[src/usbr_pkg.sv]
// Package for the USB setup/OUT transaction engine and its register file
// Operation
// - Control limit four bits, general limit seven
// - General endpoint number, direction, policy, enable
// - Two-bit field sets buffer read cycles
// - Write one clears flag; enables gate interrupt
// - Per-endpoint request enables for buffer writes/reads
// - Reset-release zero holds USB circuit in reset
// - Bus-power bit zero masks USB logic
// - Engine answers from buffer count or space
// - Eight setup bytes land in setup registers
// - Clean setup gets automatic ACK
// - Setup sets flag, busy, sequence; clears halt
// - Faulty setup: no reply, nothing changes
// - OUT stores regardless of space until full
// - Good OUT: ACK, commit bytes, acked flag
// - Short packet sets short flag, maybe busy
// - Sequence mismatch: ACK, discard, set nothing
// - Buffer full: NAK, discard, refused flag only
// - OUT fault: no reply, discard, fault flag
// - Reset-release one takes circuit out of reset
// - Bus-power bit one opens register access
`default_nettype none
package usbr_pkg;
	localparam int NUM_EP = 4;
	localparam int BUF_DEPTH = 64;
	localparam int SETUP_LEN = 8;
	localparam int ADDR_W = 8;
	// Register byte offsets
	localparam logic [7:0] OFS_CTRL = 8'h00;
	localparam logic [7:0] OFS_POWER = 8'h04;
	localparam logic [7:0] OFS_LINE = 8'h08;
	localparam logic [7:0] OFS_MAIN_FLAG = 8'h10;
	localparam logic [7:0] OFS_MAIN_EN = 8'h14;
	localparam logic [7:0] OFS_EP0_IN_CTL = 8'h18;
	localparam logic [7:0] OFS_SETUP_LO = 8'h20;
	localparam logic [7:0] OFS_SETUP_HI = 8'h24;
	localparam logic [7:0] OFS_WR_REQ_EN = 8'h28;
	localparam logic [7:0] OFS_RD_REQ_EN = 8'h2c;
	localparam logic [7:0] OFS_EP_BASE = 8'h40;
	localparam logic [7:0] OFS_FIFO_BASE = 8'h80;
	localparam logic [7:0] OFS_LEVEL_BASE = 8'h90;
	// Endpoint block sub-offsets (address bits 3:2)
	localparam logic [1:0] SUB_CFG = 2'h0;
	localparam logic [1:0] SUB_CTL = 2'h1;
	localparam logic [1:0] SUB_FLAG = 2'h2;
	localparam logic [1:0] SUB_FEN = 2'h3;
	// Field positions
	localparam int CTRL_EN_BIT = 0;
	localparam int CTRL_AUTO_BIT = 1;
	localparam int CTRL_WAIT_LSB = 2;
	localparam int POW_REL_BIT = 0;
	localparam int POW_VBUS_BIT = 1;
	localparam int CFG_DIR_BIT = 7;
	localparam int CFG_NUM_LSB = 8;
	localparam int CFG_POL_BIT = 12;
	localparam int CFG_ON_BIT = 13;
	localparam int CTL_BUSY_BIT = 0;
	localparam int CTL_HALT_BIT = 1;
	localparam int CTL_SEQ_BIT = 2;
	localparam int CTL_ABD_BIT = 3;
	localparam int FLG_ACK_BIT = 0;
	localparam int FLG_SHORT_BIT = 1;
	localparam int FLG_REF_BIT = 2;
	localparam int FLG_FAULT_BIT = 3;
	localparam logic [31:0] RESET_WORD = 32'h0;
	localparam logic [1:0] LINE_J = 2'h1;
	localparam logic [1:0] RESP_OKAY = 2'h0;
	localparam logic [1:0] RESP_SLVERR = 2'h2;
	typedef enum logic [1:0] {HS_ACK = 2'h0, HS_NAK = 2'h1, HS_STALL = 2'h2} usbr_hs_code_t;
	typedef enum {ST_IDLE, ST_DATA} usbr_state_t;
	// Decoded packet stream from the serial engine
	typedef struct packed {
		logic tok_valid;
		logic tok_setup;
		logic [3:0] tok_ep;
		logic data_odd;
		logic byte_valid;
		logic [7:0] data;
		logic pkt_end;
		logic pkt_err;
	} usbr_rx_t;
	// Handshake request to the serial engine
	typedef struct packed {
		logic valid;
		usbr_hs_code_t code;
	} usbr_hs_t;
endpackage
`default_nettype wire

[src/usbr_top.sv]
// USB setup/OUT transaction engine with endpoint buffers and AXI4-Lite registers
//
// Added by the designer: register access over AXI4-Lite and the register addresses.
`default_nettype none
module usbr_top (
	input wire logic clk,
	input wire logic srst,
	input wire logic [usbr_pkg::ADDR_W-1:0] s_axi_awaddr,
	input wire logic s_axi_awvalid,
	output logic s_axi_awready,
	input wire logic [31:0] s_axi_wdata,
	input wire logic [3:0] s_axi_wstrb,
	input wire logic s_axi_wvalid,
	output logic s_axi_wready,
	output logic [1:0] s_axi_bresp,
	output logic s_axi_bvalid,
	input wire logic s_axi_bready,
	input wire logic [usbr_pkg::ADDR_W-1:0] s_axi_araddr,
	input wire logic s_axi_arvalid,
	output logic s_axi_arready,
	output logic [31:0] s_axi_rdata,
	output logic [1:0] s_axi_rresp,
	output logic s_axi_rvalid,
	input wire logic s_axi_rready,
	input wire usbr_pkg::usbr_rx_t rx,
	output usbr_pkg::usbr_hs_t hs,
	input wire logic [1:0] bus_line_state,
	output logic usb_irq,
	output logic [usbr_pkg::NUM_EP-1:0] dma_wr_req,
	output logic [usbr_pkg::NUM_EP-1:0] dma_rd_req,
	output logic circuit_run,
	output logic logic_connected
);
	import usbr_pkg::*;

	// Power and reset-release bits, reset only by the system reset
	logic rel_q, vbus_q;
	// USB-side state: control, endpoints, flags
	logic ctrl_en_q, auto_q;
	logic [1:0] rwait_cfg_q;
	logic [1:0] line_s1_q, line_s2_q;
	logic setup_flag_q, setup_en_q;
	logic [2:0] in0_ctl_q;
	logic [7:0] setup_q [SETUP_LEN];
	logic [NUM_EP-1:0] wr_req_en_q, rd_req_en_q;
	logic [13:0] cfg_q [NUM_EP];
	logic [3:0] ctl_q [NUM_EP];
	logic [3:0] flag_q [NUM_EP];
	logic [3:0] fen_q [NUM_EP];
	logic [5:0] rdp_q [NUM_EP];
	logic [6:0] cnt_q [NUM_EP];
	logic [7:0] mem [NUM_EP*BUF_DEPTH];
	// Transaction engine
	usbr_state_t st_q;
	logic tsetup_q, thit_q, ovf_q;
	logic [1:0] tep_q;
	logic [6:0] wtmp_q;
	logic [3:0] scnt_q;
	logic [7:0] stmp_q [SETUP_LEN];
	// AXI channel state
	logic [7:0] awaddr_q, araddr_q;
	logic [31:0] wdata_q;
	logic [3:0] wstrb_q;
	logic aw_have_q, w_have_q, rbusy_q;
	logic [1:0] rcnt_q;
	logic usb_rst;

	// Circuit held in reset while release bit is low
	assign usb_rst = srst | ~rel_q;

	// Register view for reads and write merging
	function automatic logic [31:0] reg_view(input logic [7:0] a);
		logic [31:0] v;
		logic [1:0] k;
		v = RESET_WORD;
		k = a[5:4];
		if (a == OFS_POWER) begin
			v[POW_REL_BIT] = rel_q;
			v[POW_VBUS_BIT] = vbus_q;
		end else if (!vbus_q) begin
			v = RESET_WORD;
		end else if (a == OFS_CTRL) begin
			v[CTRL_EN_BIT] = ctrl_en_q;
			v[CTRL_AUTO_BIT] = auto_q;
			v[CTRL_WAIT_LSB +: 2] = rwait_cfg_q;
		end else if (a == OFS_LINE) begin
			v[1:0] = line_s2_q;
		end else if (a == OFS_MAIN_FLAG) begin
			v[0] = setup_flag_q;
		end else if (a == OFS_MAIN_EN) begin
			v[0] = setup_en_q;
		end else if (a == OFS_EP0_IN_CTL) begin
			v[2:0] = in0_ctl_q;
		end else if (a == OFS_SETUP_LO) begin
			v = {setup_q[3], setup_q[2], setup_q[1], setup_q[0]};
		end else if (a == OFS_SETUP_HI) begin
			v = {setup_q[7], setup_q[6], setup_q[5], setup_q[4]};
		end else if (a == OFS_WR_REQ_EN) begin
			v[NUM_EP-1:0] = wr_req_en_q;
		end else if (a == OFS_RD_REQ_EN) begin
			v[NUM_EP-1:0] = rd_req_en_q;
		end else if (a[7:6] == OFS_EP_BASE[7:6]) begin
			if (a[3:2] == SUB_CFG) begin
				v[13:0] = cfg_q[k];
			end else if (a[3:2] == SUB_CTL) begin
				v[3:0] = ctl_q[k];
			end else if (a[3:2] == SUB_FLAG) begin
				v[3:0] = flag_q[k];
			end else begin
				v[3:0] = fen_q[k];
			end
		end else if (a[7:4] == OFS_FIFO_BASE[7:4]) begin
			v[7:0] = mem[{a[3:2], rdp_q[a[3:2]]}];
		end else if (a[7:4] == OFS_LEVEL_BASE[7:4]) begin
			v[6:0] = cnt_q[a[3:2]];
		end
		return v;
	endfunction

	// Address map membership
	function automatic logic mapped(input logic [7:0] a);
		return (a[1:0] == 2'h0) && (a == OFS_CTRL || a == OFS_POWER || a == OFS_LINE
			|| a == OFS_MAIN_FLAG || a == OFS_MAIN_EN || a == OFS_EP0_IN_CTL
			|| a == OFS_SETUP_LO || a == OFS_SETUP_HI || a == OFS_WR_REQ_EN
			|| a == OFS_RD_REQ_EN || a[7:6] == OFS_EP_BASE[7:6]
			|| a[7:4] == OFS_FIFO_BASE[7:4] || a[7:4] == OFS_LEVEL_BASE[7:4]);
	endfunction

	// AXI write channel handshakes
	logic aw_take, w_take, do_write, aw_have_d, w_have_d, bvalid_d;
	logic [31:0] wmask, wmerge, w1c, wview;
	logic [1:0] wk;
	assign aw_take = s_axi_awvalid & s_axi_awready;
	assign w_take = s_axi_wvalid & s_axi_wready;
	assign do_write = aw_have_q & w_have_q & ~s_axi_bvalid;
	assign aw_have_d = (aw_have_q & ~do_write) | aw_take;
	assign w_have_d = (w_have_q & ~do_write) | w_take;
	assign bvalid_d = do_write | (s_axi_bvalid & ~s_axi_bready);
	assign wmask = {{8{wstrb_q[3]}}, {8{wstrb_q[2]}}, {8{wstrb_q[1]}}, {8{wstrb_q[0]}}};
	// Addressed register contents; a process so state read inside the function is seen
	always_comb begin
		wview = reg_view(awaddr_q);
	end
	assign wmerge = (wview & ~wmask) | (wdata_q & wmask);
	assign w1c = wdata_q & wmask;
	assign wk = awaddr_q[5:4];

	// Write decode; USB registers only once bus power is seen
	logic wr_pow, wr_ctrl, wr_mflag, wr_men, wr_in0, wr_wre, wr_rde, wr_ep;
	assign wr_pow = do_write & (awaddr_q == OFS_POWER);
	assign wr_ctrl = do_write & vbus_q & (awaddr_q == OFS_CTRL);
	assign wr_mflag = do_write & vbus_q & (awaddr_q == OFS_MAIN_FLAG);
	assign wr_men = do_write & vbus_q & (awaddr_q == OFS_MAIN_EN);
	assign wr_in0 = do_write & vbus_q & (awaddr_q == OFS_EP0_IN_CTL);
	assign wr_wre = do_write & vbus_q & (awaddr_q == OFS_WR_REQ_EN);
	assign wr_rde = do_write & vbus_q & (awaddr_q == OFS_RD_REQ_EN);
	assign wr_ep = do_write & vbus_q & (awaddr_q[7:6] == OFS_EP_BASE[7:6])
		& (awaddr_q[1:0] == 2'h0);

	// AXI read: buffer reads wait the programmed cycles
	logic ar_take, r_fire, r_done, pop;
	logic [1:0] pk;
	assign ar_take = s_axi_arvalid & s_axi_arready;
	assign r_fire = rbusy_q & ~s_axi_rvalid & (rcnt_q == 2'h0);
	assign r_done = s_axi_rvalid & s_axi_rready;
	assign pk = araddr_q[3:2];
	assign pop = r_fire & vbus_q & (araddr_q[7:4] == OFS_FIFO_BASE[7:4])
		& (cnt_q[pk] != 7'h0);

	// Endpoint match for an incoming token
	logic tok_hit;
	logic [1:0] tok_k;
	always_comb begin
		tok_hit = (rx.tok_ep == 4'h0);
		tok_k = 2'h0;
		for (int k = 1; k < NUM_EP; k++) begin
			if (!rx.tok_setup && cfg_q[k][CFG_ON_BIT] && !cfg_q[k][CFG_DIR_BIT]
				&& cfg_q[k][CFG_NUM_LSB +: 4] == rx.tok_ep && rx.tok_ep != 4'h0) begin
				tok_hit = 1'b1;
				tok_k = k[1:0];
			end
		end
	end

	// Engine runs only when enabled and reset released
	logic live, tok_go, fin;
	assign live = rel_q & vbus_q & ctrl_en_q & auto_q;
	assign tok_go = (st_q == ST_IDLE) & live & rx.tok_valid & tok_hit
		& (!rx.tok_setup | rx.tok_ep == 4'h0);
	assign fin = (st_q == ST_DATA) & rx.pkt_end;

	// Storing OUT bytes until the buffer is full
	logic busy_t, halt_t, seq_t, pol_t, store, mem_we;
	logic [7:0] fill, lim;
	logic [7:0] mem_wa;
	assign busy_t = ctl_q[tep_q][CTL_BUSY_BIT];
	assign halt_t = ctl_q[tep_q][CTL_HALT_BIT];
	assign seq_t = ctl_q[tep_q][CTL_SEQ_BIT];
	assign pol_t = (tep_q != 2'h0) & cfg_q[tep_q][CFG_POL_BIT];
	assign fill = {1'b0, cnt_q[tep_q]} + {1'b0, wtmp_q};
	assign store = (st_q == ST_DATA) & rx.byte_valid & ~rx.pkt_end & ~tsetup_q
		& ~busy_t & ~halt_t & ~ovf_q;
	assign mem_we = store & (fill < 8'(BUF_DEPTH));
	assign mem_wa = {tep_q, 6'(rdp_q[tep_q] + fill[5:0])};
	// Packet limits: control in units of eight bytes
	assign lim = (tep_q == 2'h0) ? {1'b0, cfg_q[0][3:0], 3'h0} : {1'b0, cfg_q[tep_q][6:0]};

	// End-of-packet decision
	logic hs_v, ev_setup, ev_commit, ev_short, ev_ref, ev_fault, ev_busy;
	usbr_hs_code_t hs_c;
	always_comb begin
		hs_v = 1'b0;
		hs_c = HS_ACK;
		ev_setup = 1'b0;
		ev_commit = 1'b0;
		ev_short = 1'b0;
		ev_ref = 1'b0;
		ev_fault = 1'b0;
		ev_busy = 1'b0;
		if (fin && tsetup_q) begin
			if (!rx.pkt_err && scnt_q == 4'(SETUP_LEN)) begin
				hs_v = 1'b1;
				ev_setup = 1'b1;
			end // Faulty setup: silent, nothing touched
		end else if (fin && thit_q) begin
			if (rx.pkt_err) begin
				ev_fault = 1'b1; // Corrupt data never answered, even when halted
			end else if (halt_t) begin
				hs_v = 1'b1;
				hs_c = HS_STALL;
			end else if (busy_t || ovf_q) begin
				hs_v = 1'b1;
				hs_c = HS_NAK;
				ev_ref = 1'b1;
			end else if (!pol_t && rx.data_odd != seq_t) begin
				hs_v = 1'b1; // Mismatch: ACK, data dropped
			end else begin
				hs_v = 1'b1;
				ev_commit = 1'b1;
				ev_short = (tep_q != 2'h0) && ({1'b0, wtmp_q} < lim);
				ev_busy = ev_short & ~ctl_q[tep_q][CTL_ABD_BIT];
			end
		end
	end

	// Endpoint state next values; hardware set wins over software clear
	logic [13:0] cfg_d [NUM_EP];
	logic [3:0] ctl_d [NUM_EP];
	logic [3:0] flag_d [NUM_EP];
	logic [3:0] fen_d [NUM_EP];
	logic [5:0] rdp_d [NUM_EP];
	logic [6:0] cnt_d [NUM_EP];
	always_comb begin
		for (int k = 0; k < NUM_EP; k++) begin
			logic sel, hit;
			sel = wr_ep & (wk == k[1:0]);
			hit = (tep_q == k[1:0]);
			cfg_d[k] = (sel && awaddr_q[3:2] == SUB_CFG)
				? ((k == 0) ? {10'h0, wmerge[3:0]} : wmerge[13:0]) : cfg_q[k];
			ctl_d[k] = (sel && awaddr_q[3:2] == SUB_CTL) ? wmerge[3:0] : ctl_q[k];
			fen_d[k] = (sel && awaddr_q[3:2] == SUB_FEN) ? wmerge[3:0] : fen_q[k];
			flag_d[k] = flag_q[k];
			if (sel && awaddr_q[3:2] == SUB_FLAG) begin
				flag_d[k] = flag_q[k] & ~w1c[3:0];
			end
			if (hit && ev_commit) begin
				flag_d[k][FLG_ACK_BIT] = 1'b1;
				ctl_d[k][CTL_SEQ_BIT] = ~seq_t; // Sequence advances on accepted data
			end
			if (hit && ev_short) begin
				flag_d[k][FLG_SHORT_BIT] = 1'b1;
			end
			if (hit && ev_busy) begin
				ctl_d[k][CTL_BUSY_BIT] = 1'b1;
			end
			if (hit && ev_ref) begin
				flag_d[k][FLG_REF_BIT] = 1'b1;
			end
			if (hit && ev_fault) begin
				flag_d[k][FLG_FAULT_BIT] = 1'b1;
			end
			if (k == 0 && ev_setup) begin
				ctl_d[k][CTL_BUSY_BIT] = 1'b1;
				ctl_d[k][CTL_HALT_BIT] = 1'b0;
				ctl_d[k][CTL_SEQ_BIT] = 1'b1;
			end
			// Commit makes bytes readable; pop frees one
			cnt_d[k] = cnt_q[k] + ((hit && ev_commit) ? wtmp_q : 7'h0)
				- ((pop && pk == k[1:0]) ? 7'h1 : 7'h0);
			rdp_d[k] = rdp_q[k] + ((pop && pk == k[1:0]) ? 6'h1 : 6'h0);
		end
	end

	// Power control bits, system reset only
	always_ff @(posedge clk) begin
		if (srst) begin
			rel_q <= 1'b0;
			vbus_q <= 1'b0;
		end else if (wr_pow) begin
			rel_q <= wmerge[POW_REL_BIT];
			vbus_q <= wmerge[POW_VBUS_BIT];
		end
	end

	// Line state synchroniser, read by software before enabling
	always_ff @(posedge clk) begin
		if (srst) begin
			line_s1_q <= 2'h0;
			line_s2_q <= 2'h0;
		end else begin
			line_s1_q <= bus_line_state;
			line_s2_q <= line_s1_q;
		end
	end

	// Control, main flag, request enables and endpoint registers
	always_ff @(posedge clk) begin
		if (usb_rst) begin
			ctrl_en_q <= 1'b0;
			auto_q <= 1'b0;
			rwait_cfg_q <= 2'h0;
			setup_flag_q <= 1'b0;
			setup_en_q <= 1'b0;
			in0_ctl_q <= 3'h0;
			wr_req_en_q <= '0;
			rd_req_en_q <= '0;
			for (int k = 0; k < NUM_EP; k++) begin
				cfg_q[k] <= 14'h0;
				ctl_q[k] <= 4'h0;
				flag_q[k] <= 4'h0;
				fen_q[k] <= 4'h0;
				rdp_q[k] <= 6'h0;
				cnt_q[k] <= 7'h0;
			end
		end else begin
			if (wr_ctrl) begin
				ctrl_en_q <= wmerge[CTRL_EN_BIT];
				auto_q <= wmerge[CTRL_AUTO_BIT];
				rwait_cfg_q <= wmerge[CTRL_WAIT_LSB +: 2];
			end
			setup_flag_q <= ev_setup | (setup_flag_q & ~(wr_mflag & w1c[0]));
			if (wr_men) begin
				setup_en_q <= wmerge[0];
			end
			if (ev_setup) begin
				in0_ctl_q <= 3'h5; // Busy and sequence set, halt cleared
			end else if (wr_in0) begin
				in0_ctl_q <= wmerge[2:0];
			end
			if (wr_wre) begin
				wr_req_en_q <= wmerge[NUM_EP-1:0];
			end
			if (wr_rde) begin
				rd_req_en_q <= wmerge[NUM_EP-1:0];
			end
			for (int k = 0; k < NUM_EP; k++) begin
				cfg_q[k] <= cfg_d[k];
				ctl_q[k] <= ctl_d[k];
				flag_q[k] <= flag_d[k];
				fen_q[k] <= fen_d[k];
				rdp_q[k] <= rdp_d[k];
				cnt_q[k] <= cnt_d[k];
			end
		end
	end

	// Setup bytes copied only after a clean setup packet
	always_ff @(posedge clk) begin
		if (usb_rst) begin
			for (int i = 0; i < SETUP_LEN; i++) begin
				setup_q[i] <= 8'h0;
			end
		end else if (ev_setup) begin
			for (int i = 0; i < SETUP_LEN; i++) begin
				setup_q[i] <= stmp_q[i];
			end
		end
	end

	// Endpoint buffer storage
	always_ff @(posedge clk) begin
		if (mem_we) begin
			mem[mem_wa] <= rx.data;
		end
	end

	// Transaction engine sequencing
	always_ff @(posedge clk) begin
		if (usb_rst) begin
			st_q <= ST_IDLE;
			tsetup_q <= 1'b0;
			thit_q <= 1'b0;
			tep_q <= 2'h0;
			wtmp_q <= 7'h0;
			ovf_q <= 1'b0;
			scnt_q <= 4'h0;
		end else begin
			case (st_q)
				ST_IDLE: begin
					if (tok_go) begin
						st_q <= ST_DATA;
						tsetup_q <= rx.tok_setup;
						thit_q <= 1'b1;
						tep_q <= tok_k;
						wtmp_q <= 7'h0;
						ovf_q <= 1'b0;
						scnt_q <= 4'h0;
					end
				end
				ST_DATA: begin
					if (rx.pkt_end) begin
						st_q <= ST_IDLE;
						thit_q <= 1'b0;
					end else if (rx.byte_valid && tsetup_q) begin
						scnt_q <= (scnt_q == 4'hf) ? scnt_q : scnt_q + 4'h1;
					end else if (mem_we) begin
						wtmp_q <= wtmp_q + 7'h1;
					end else if (store) begin
						ovf_q <= 1'b1; // Full: reception suspended
					end
				end
				default: st_q <= ST_IDLE;
			endcase
		end
	end

	// Setup staging bytes
	always_ff @(posedge clk) begin
		if ((st_q == ST_DATA) && tsetup_q && rx.byte_valid && !rx.pkt_end
			&& scnt_q < 4'(SETUP_LEN)) begin
			stmp_q[scnt_q[2:0]] <= rx.data;
		end
	end

	// Handshake, interrupt and request outputs
	always_ff @(posedge clk) begin
		if (usb_rst) begin
			hs <= '0;
			usb_irq <= 1'b0;
			dma_wr_req <= '0;
			dma_rd_req <= '0;
		end else begin
			hs.valid <= hs_v;
			hs.code <= hs_c;
			usb_irq <= (setup_flag_q & setup_en_q)
				| (|((flag_q[0] & fen_q[0]) | (flag_q[1] & fen_q[1])
				| (flag_q[2] & fen_q[2]) | (flag_q[3] & fen_q[3])));
			for (int k = 0; k < NUM_EP; k++) begin
				dma_wr_req[k] <= wr_req_en_q[k] & (cnt_q[k] < 7'(BUF_DEPTH));
				dma_rd_req[k] <= rd_req_en_q[k] & (cnt_q[k] != 7'h0);
			end
		end
	end

	// Power state outputs
	always_ff @(posedge clk) begin
		if (srst) begin
			circuit_run <= 1'b0;
			logic_connected <= 1'b0;
		end else begin
			circuit_run <= rel_q;
			logic_connected <= vbus_q;
		end
	end

	// AXI4-Lite slave channels
	always_ff @(posedge clk) begin
		if (srst) begin
			aw_have_q <= 1'b0;
			w_have_q <= 1'b0;
			s_axi_awready <= 1'b0;
			s_axi_wready <= 1'b0;
			s_axi_bvalid <= 1'b0;
			s_axi_bresp <= RESP_OKAY;
			awaddr_q <= 8'h0;
			wdata_q <= RESET_WORD;
			wstrb_q <= 4'h0;
			s_axi_arready <= 1'b0;
			s_axi_rvalid <= 1'b0;
			s_axi_rdata <= RESET_WORD;
			s_axi_rresp <= RESP_OKAY;
			araddr_q <= 8'h0;
			rbusy_q <= 1'b0;
			rcnt_q <= 2'h0;
		end else begin
			aw_have_q <= aw_have_d;
			w_have_q <= w_have_d;
			s_axi_awready <= ~aw_have_d;
			s_axi_wready <= ~w_have_d;
			s_axi_bvalid <= bvalid_d;
			if (aw_take) begin
				awaddr_q <= s_axi_awaddr;
			end
			if (w_take) begin
				wdata_q <= s_axi_wdata;
				wstrb_q <= s_axi_wstrb;
			end
			if (do_write) begin
				s_axi_bresp <= mapped(awaddr_q) ? RESP_OKAY : RESP_SLVERR;
			end
			s_axi_arready <= ~rbusy_q & ~ar_take;
			if (ar_take) begin
				araddr_q <= s_axi_araddr;
				rbusy_q <= 1'b1;
				rcnt_q <= (s_axi_araddr[7:4] == OFS_FIFO_BASE[7:4]) ? rwait_cfg_q : 2'h0;
			end else if (rbusy_q && rcnt_q != 2'h0) begin
				rcnt_q <= rcnt_q - 2'h1;
			end
			if (r_fire) begin
				s_axi_rvalid <= 1'b1;
				s_axi_rdata <= reg_view(araddr_q);
				s_axi_rresp <= mapped(araddr_q) ? RESP_OKAY : RESP_SLVERR;
			end else if (r_done) begin
				s_axi_rvalid <= 1'b0;
				rbusy_q <= 1'b0;
			end
		end
	end
endmodule
`default_nettype wire

[config.mk]
export PLATFORM = sky130hd
export DESIGN_NAME = usbr_top
export DESIGN_NICKNAME = d
export VERILOG_FILES = /design/src/usbr_pkg.sv /design/src/usbr_top.sv
export SDC_FILE = /design/constraint.sdc
export NUM_CORES = 2
export LEC_CHECK = 0
export BUFFER_PORTS_ARGS = -buffer_cell sky130_fd_sc_hd__buf_2
export CAP_MARGIN = 20
export CORE_ASPECT_RATIO = 1.75
export CORE_MARGIN = 4
export CORE_UTILIZATION = 50
export DETAILED_ROUTE_END_ITERATION = 8
export PLACE_DENSITY = 0.68
export SYNTH_ARGS = -nofsm -noshare
export SYNTH_HDL_FRONTEND = slang
export SYNTH_SLANG_ARGS = --single-unit
export TNS_END_PERCENT = 20
[constraint.sdc]
create_clock -name clk -period 5.1 [get_ports clk]
set_input_delay 0.765 -clock clk [delete_from_list [all_inputs] [get_ports clk]]
set_output_delay 0.765 -clock clk [all_outputs]
set_load 0.05 [all_outputs]
==> Yosys cells after proc, flatten, opt, wreduce, memory -nomap -nowiden <==
Memories as Yosys holds them, arrays and structs flattened. A register that Yosys moved wholly into a read port is not among the register bits.
Cells that the tools add are included.
{ "word_totals": {"regBits": 163, "ramBits": 2332, "input_bits": 79, "out_inout_bits": 55, "word_cells": 730, "n_memories": 9} }
{ "op_classes": {"n_addsub": 17, "order_cmp": 7, "eq_ne": 67, "mux": 300, "bitwise_logic": 142, "reduce_logical": 144} }
{ "mem_list": {"columns": ["memory", "depth", "word_bits", "read_ports", "rd_ports_with_merged_regs", "write_ports", "line", "rtl"], "rows": [
  ["mem", 256, 8, 2, 0, 1, "usbr_top.sv:52", "logic [7:0] mem [NUM_EP*BUF_DEPTH];"],
  ["setup_q", 8, 8, 8, 0, 8, "usbr_top.sv:44", "logic [7:0] setup_q [SETUP_LEN];"],
  ["stmp_q", 8, 8, 8, 0, 1, "usbr_top.sv:59", "logic [7:0] stmp_q [SETUP_LEN];"],
  ["cfg_q", 4, 14, 7, 3, 4, "usbr_top.sv:46", "logic [13:0] cfg_q [NUM_EP];"],
  ["cnt_q", 4, 7, 7, 3, 4, "usbr_top.sv:51", "logic [6:0] cnt_q [NUM_EP];"],
  ["rdp_q", 4, 6, 7, 3, 4, "usbr_top.sv:50", "logic [5:0] rdp_q [NUM_EP];"],
  ["3 more memories", null, null, null, null, null, null, null]
]} }
{ "op_table": {"columns": ["cell", "count"], "rows": [
  ["32-bit two-way mux", 13],
  ["14-bit two-way mux", 19],
  ["4-bit two-way mux", 36],
  ["7-bit two-way mux", 17],
  ["1-bit two-way mux", 112],
  ["2-bit two-way mux", 44],
  ["8-bit two-way mux", 10],
  ["10-bit two-way mux", 7],
  ["1-bit logical AND", 65],
  ["8-bit by 6-bit equality test with 1-bit output, second input constant", 8],
  ["32-bit logical NOT", 2],
  ["32-bit case mux with 2 select lines", 1],
  ["31-bit two-way mux", 2],
  ["30-bit two-way mux", 2],
  ["1-bit bitwise AND", 57],
  ["3-bit two-way mux", 19],
  ["1-bit OR", 51],
  ["8-bit by 5-bit equality test with 1-bit output, second input constant", 6],
  ["6-bit two-way mux", 6],
  ["7-bit nonzero test", 5],
  ["4-bit bitwise AND", 8],
  ["32-bit by 1-bit equality test with 1-bit output, second input constant", 1],
  ["32-bit by 2-bit equality test with 1-bit output, second input constant", 1],
  ["2-bit != test, second input constant", 16],
  ["50 further kinds", 169]
]} }

==> Logic depth before layout (Yosys ltp) <==
{ "logic_depth": {"depth_word": 35, "ltp_mapped": 20, "mapped_depth_nobuf": 20} }

==> Worst setup path before layout <==
OpenSTA, ideal clock, no wires.
{ "synth_timing": {"path_kind": "flip-flop to flip-flop", "start": "register with a tool-made name", "end": "memory mem[133][0] (enable)", "setup_time_ns": 0.370, "arrival_ns": 5.161, "required_ns": 4.730, "slack_ns": -0.431, "stages_incl_launch_ff": 18, "path_buffers": 4, "synth_period_minus_slack_ns": 5.531, "cell_sequence": "dfxtp_1 -> clkbuf_1 -> clkbuf_1 -> clkbuf_1 -> mux4_2 -> ha_1 -> fa_1 -> xor2_1 -> ha_1 -> a21oi_1 -> o21bai_1 -> a21oi_1 -> xnor2_1 -> xor2_1 -> nor2_1 -> nand2_1 -> clkbuf_1 -> nor2_1"} }
{ "synth_lines": {"columns": ["element", "line"], "rows": [
  ["end: declaration", "usbr_top.sv:52"]
]} }

==> qor.yml <==
detailed_routing:
  drcViolationCount: 0
  vias_per_cell: 6.741
  dr.pass1.iters: 6
  drtIter0Drc: 9620
  dr_total_vias: 73310
  ant_nets: 0
  wl_per_cell_microns: 36.77
  wirelength_microns: 399800
cts:
  clk_pin_slew_ps: 70
  numCtsBuffers: 219
  cts_tree: "built"
  cts_max_level: 4
  ctsLongestPathBuffers: 4
  ctsHoldBuffers: 0
  clk_latency_ps: 910
  cts_num_sinks: 2461
  cts_root_buffer: "clkbuf_16"
die:
  fp-row-count: 227
  core_sq_um: 218700
  die_h_microns: 628.9
  die_w_microns: 362.8
  design.die.area_sq_um: 228100
  num_io_pins: 134
  start_util_pct: 50.36
finish:
  area_growth_pct: 14.82
  drive_gt1_share_pct: 26.42
  fillCellCount: 16680
  final_area_sq_um: 126400
  nets: 7978
status:
  status: "finished, final reports clean"
place:
  routabilityCongestion: 1.031
  pre_cts_ws_ps: 49.32
  io_buffers: 111
  place_area_sq_um: 119300
  dp_hpwl_microns: 279000
synth:
  synth.area.top_cells: "edfxtp_1 60%, mux4_2 15%, dfxtp_1 4.9%"
  ys_ff_latch: 2461
  ys_seq_area_share_pct: 64.66
  synth_cells: 7128
  async_reset_ff_share_pct: 0
  synth_ff_type: "edfxtp_1"
  yosysUniqueCellTypes: 88
  synth-edff-count: 2192
  syn-cell-area_sq_um: 110100
  synth_top_area_share_pct: 59.77
  yosys.area.top_type: "edfxtp_1"
  yosysWarnings: 0
  synth.avg_cell_area_sq_um: 15.45
  synth_common_cells: "2192 x edfxtp_1, 808 x nand2_1, 725 x mux4_2"
  synth_most_common_cell: "edfxtp_1"
worst_setup_path:
  worstSetupPathType: "register to register"
  crit_arrival_ps: 5600
  slowest_stage: "mux4_4"
  crit_fanout: 16
  path_cells: "buf_4 > mux4_4 > buf_12 > buf_12 > buf_4 > nor2_2 > buf_12 > a22oi_1 > o2111ai_1 > o311ai_0 > nor4_2 > buf_4 > a311oi_1 > a21oi_2 > buf_12 > o31ai_1"
  crit_path_start_kind: "register"
  critical-path-max-stage-delay_ps: 910
  crit_top_cell: "buf_12"
  cp-end-kind: "register"
  cp.required_ps: 5720
sta:
  slew_viol_final: 0
  tightest_slew_ps: 1250
  layout_worst_path_cycle_share_pct: 97.81
  rsz0062_at_grt: "no"
  whs_ps: 89.78
  fmax_ghz: 0.2005
  slew_headroom_pct: 16.49
  final.setup_skew_ps: 72.59
  min_period_ps: 4988
  setup_viol: 0
  hold_violations: 0
  setup_ws_ps: 111.9
global_routing:
  met2_usage_pct: 57.10
  grt_pass1_wl_microns: 557600
  grt.total_usage_pct: 34.88
  antenna_found_initial: 20
  grtUsageMet1_pct: 36.87
  grt-ovfl-total: 0
  met3_usage_pct: 8.600
  first_global_vias: 73450
  grt_max_degree: 162
  grt_busiest_layer: "met2"
power:
  peakVddDrop_v: 0.0002796
  power.leakage_uw: 0.04110
  total_power_uw: 39500
  pwr_density_cell_nw_per_um2: 312.4
hold_path:
  hp-class: "input port to register"
job:
  cap_violations: 0
critical path, delay by kind of cell, from the launching register on:
kind	cells	cell delay [ps]
AO/OA/AOI/OAI	6	960
buffers and inverters	7	1570
flip-flops	1	320
multiplexers	1	910
AND/OR/NAND/NOR	2	850
flip-flops by register name (all words and copies together) (netlist names), 7 cells and up, named ones only:
register and cells:
araddr_q 8, awaddr_q 8, cfg_q 46, cnt_q 28, ctl_q 16, fen_q 16, flag_q 16, mem 2048
rdp_q 24, s_axi_rdata 32, setup_q 64, stmp_q 64, wdata_q 14, wtmp_q 7
through the flow:
step                      setup TNS [ps]  instances  utilization (%)
after floorplan                   -50650       7129                -
after global placement                 0      10450            54.53
after detailed placement               0      10450            54.53
after CTS                              0      10840            57.76
after global routing                   0      10850            57.79
final                                  0      10870            57.82
metal layers:
layer  vias to the layer above  share of wire (%)
li1                      29480                  -
met1                     37050                 30
met2                      5128                 49
met3                      1640                9.9
met4                        12                 11
met5                         -              0.025
layout by cell type, fill, tap and decap left out, types with 24 or more instances in the layout:
cell type  instances
clkbuf_16        222
diode_2           26
buf_2            105
a31oi_1           47
a221oi_1          28
and3_1            39
mux4_2           717
bufinv_16         24
clkinv_1          36
xor2_1            32
a21o_1            26
nand4_1           24
xnor2_1           42
inv_1            103
nor2_1           555
a32o_1            25
edfxtp_1        2192
and2_1            93
clkinv_2          40
a22oi_1          136
nand2_1          807
mux2i_1          254
ha_1              78
dfxtp_1          267
o22ai_1           33
nand2b_1          28
clkbuf_1          32
nand3_1          177
mux2_2            45
nor3_1            79
o21ai_0          105
buf_4            764
buf_12            73
a211oi_1          56
nor2b_1           47
a311oi_1          47
a21oi_1          236
final cells by class:
| class | instances | area, sq um | share of cell area, % |
|---|---|---|---|
| inverters | 104 | 390.4 | 0.3087 |
| multi-input cells | 4076 | 36300 | 28.70 |
| diodes | 26 | 65.06 | 0.05145 |
| flip-flops and latches | 2461 | 71210 | 56.32 |
| clock buffers | 255 | 5689 | 4.499 |
| repair buffers | 953 | 7858 | 6.214 |
| well taps | 2862 | 3581 | 2.832 |
| clock inverters | 137 | 1356 | 1.073 |
path summary, 6_finish.rpt:
| kind | startpoint | to | slack (ps) | cells past startpoint |
|---|---|---|---|---|
| max | register | ctl_q[2][2] | 110 | 16 |
| max reg2reg | register | ctl_q[2][2] | 110 | 16 |
| min | s_axi_wdata[11] | wdata_q[11] | 90 | 3 |
| min reg2reg | line_s1_q[0] | line_s2_q[0] | 460 | 1 |
report_power, final:
part / switching (uW) / total, uW / internal (uW)
combinational: 613 / 766 / 153
sequential: 39.7 / 22000 / 21900
clock: 7570 / 16800 / 9210
timing repair:
item,4_1_cts,5_1_grt
setup endpoints to repair,0,107
setup buffers,0,0
gates resized for setup,0,4
logic make-up (layout without fill, tap and decap cells):
| kind of cell | after synthesis | after routing | share of synthesized area (%) |
|---|---|---|---|
| fa+ha+maj | 84 | 84 | 0.9952 |
| mux | 1030 | 1030 | 17.66 |
| flops | 2461 | 2461 | 64.66 |
| other cells | 1 | 28 | 0.003405 |
| buf+inv | 592 | 1449 | 2.544 |
| xor+xnor | 74 | 74 | 0.5885 |
| compound gates | 943 | 943 | 5.900 |
| simple gates | 1943 | 1943 | 7.656 |
Power figures use the tool's default switching activity.
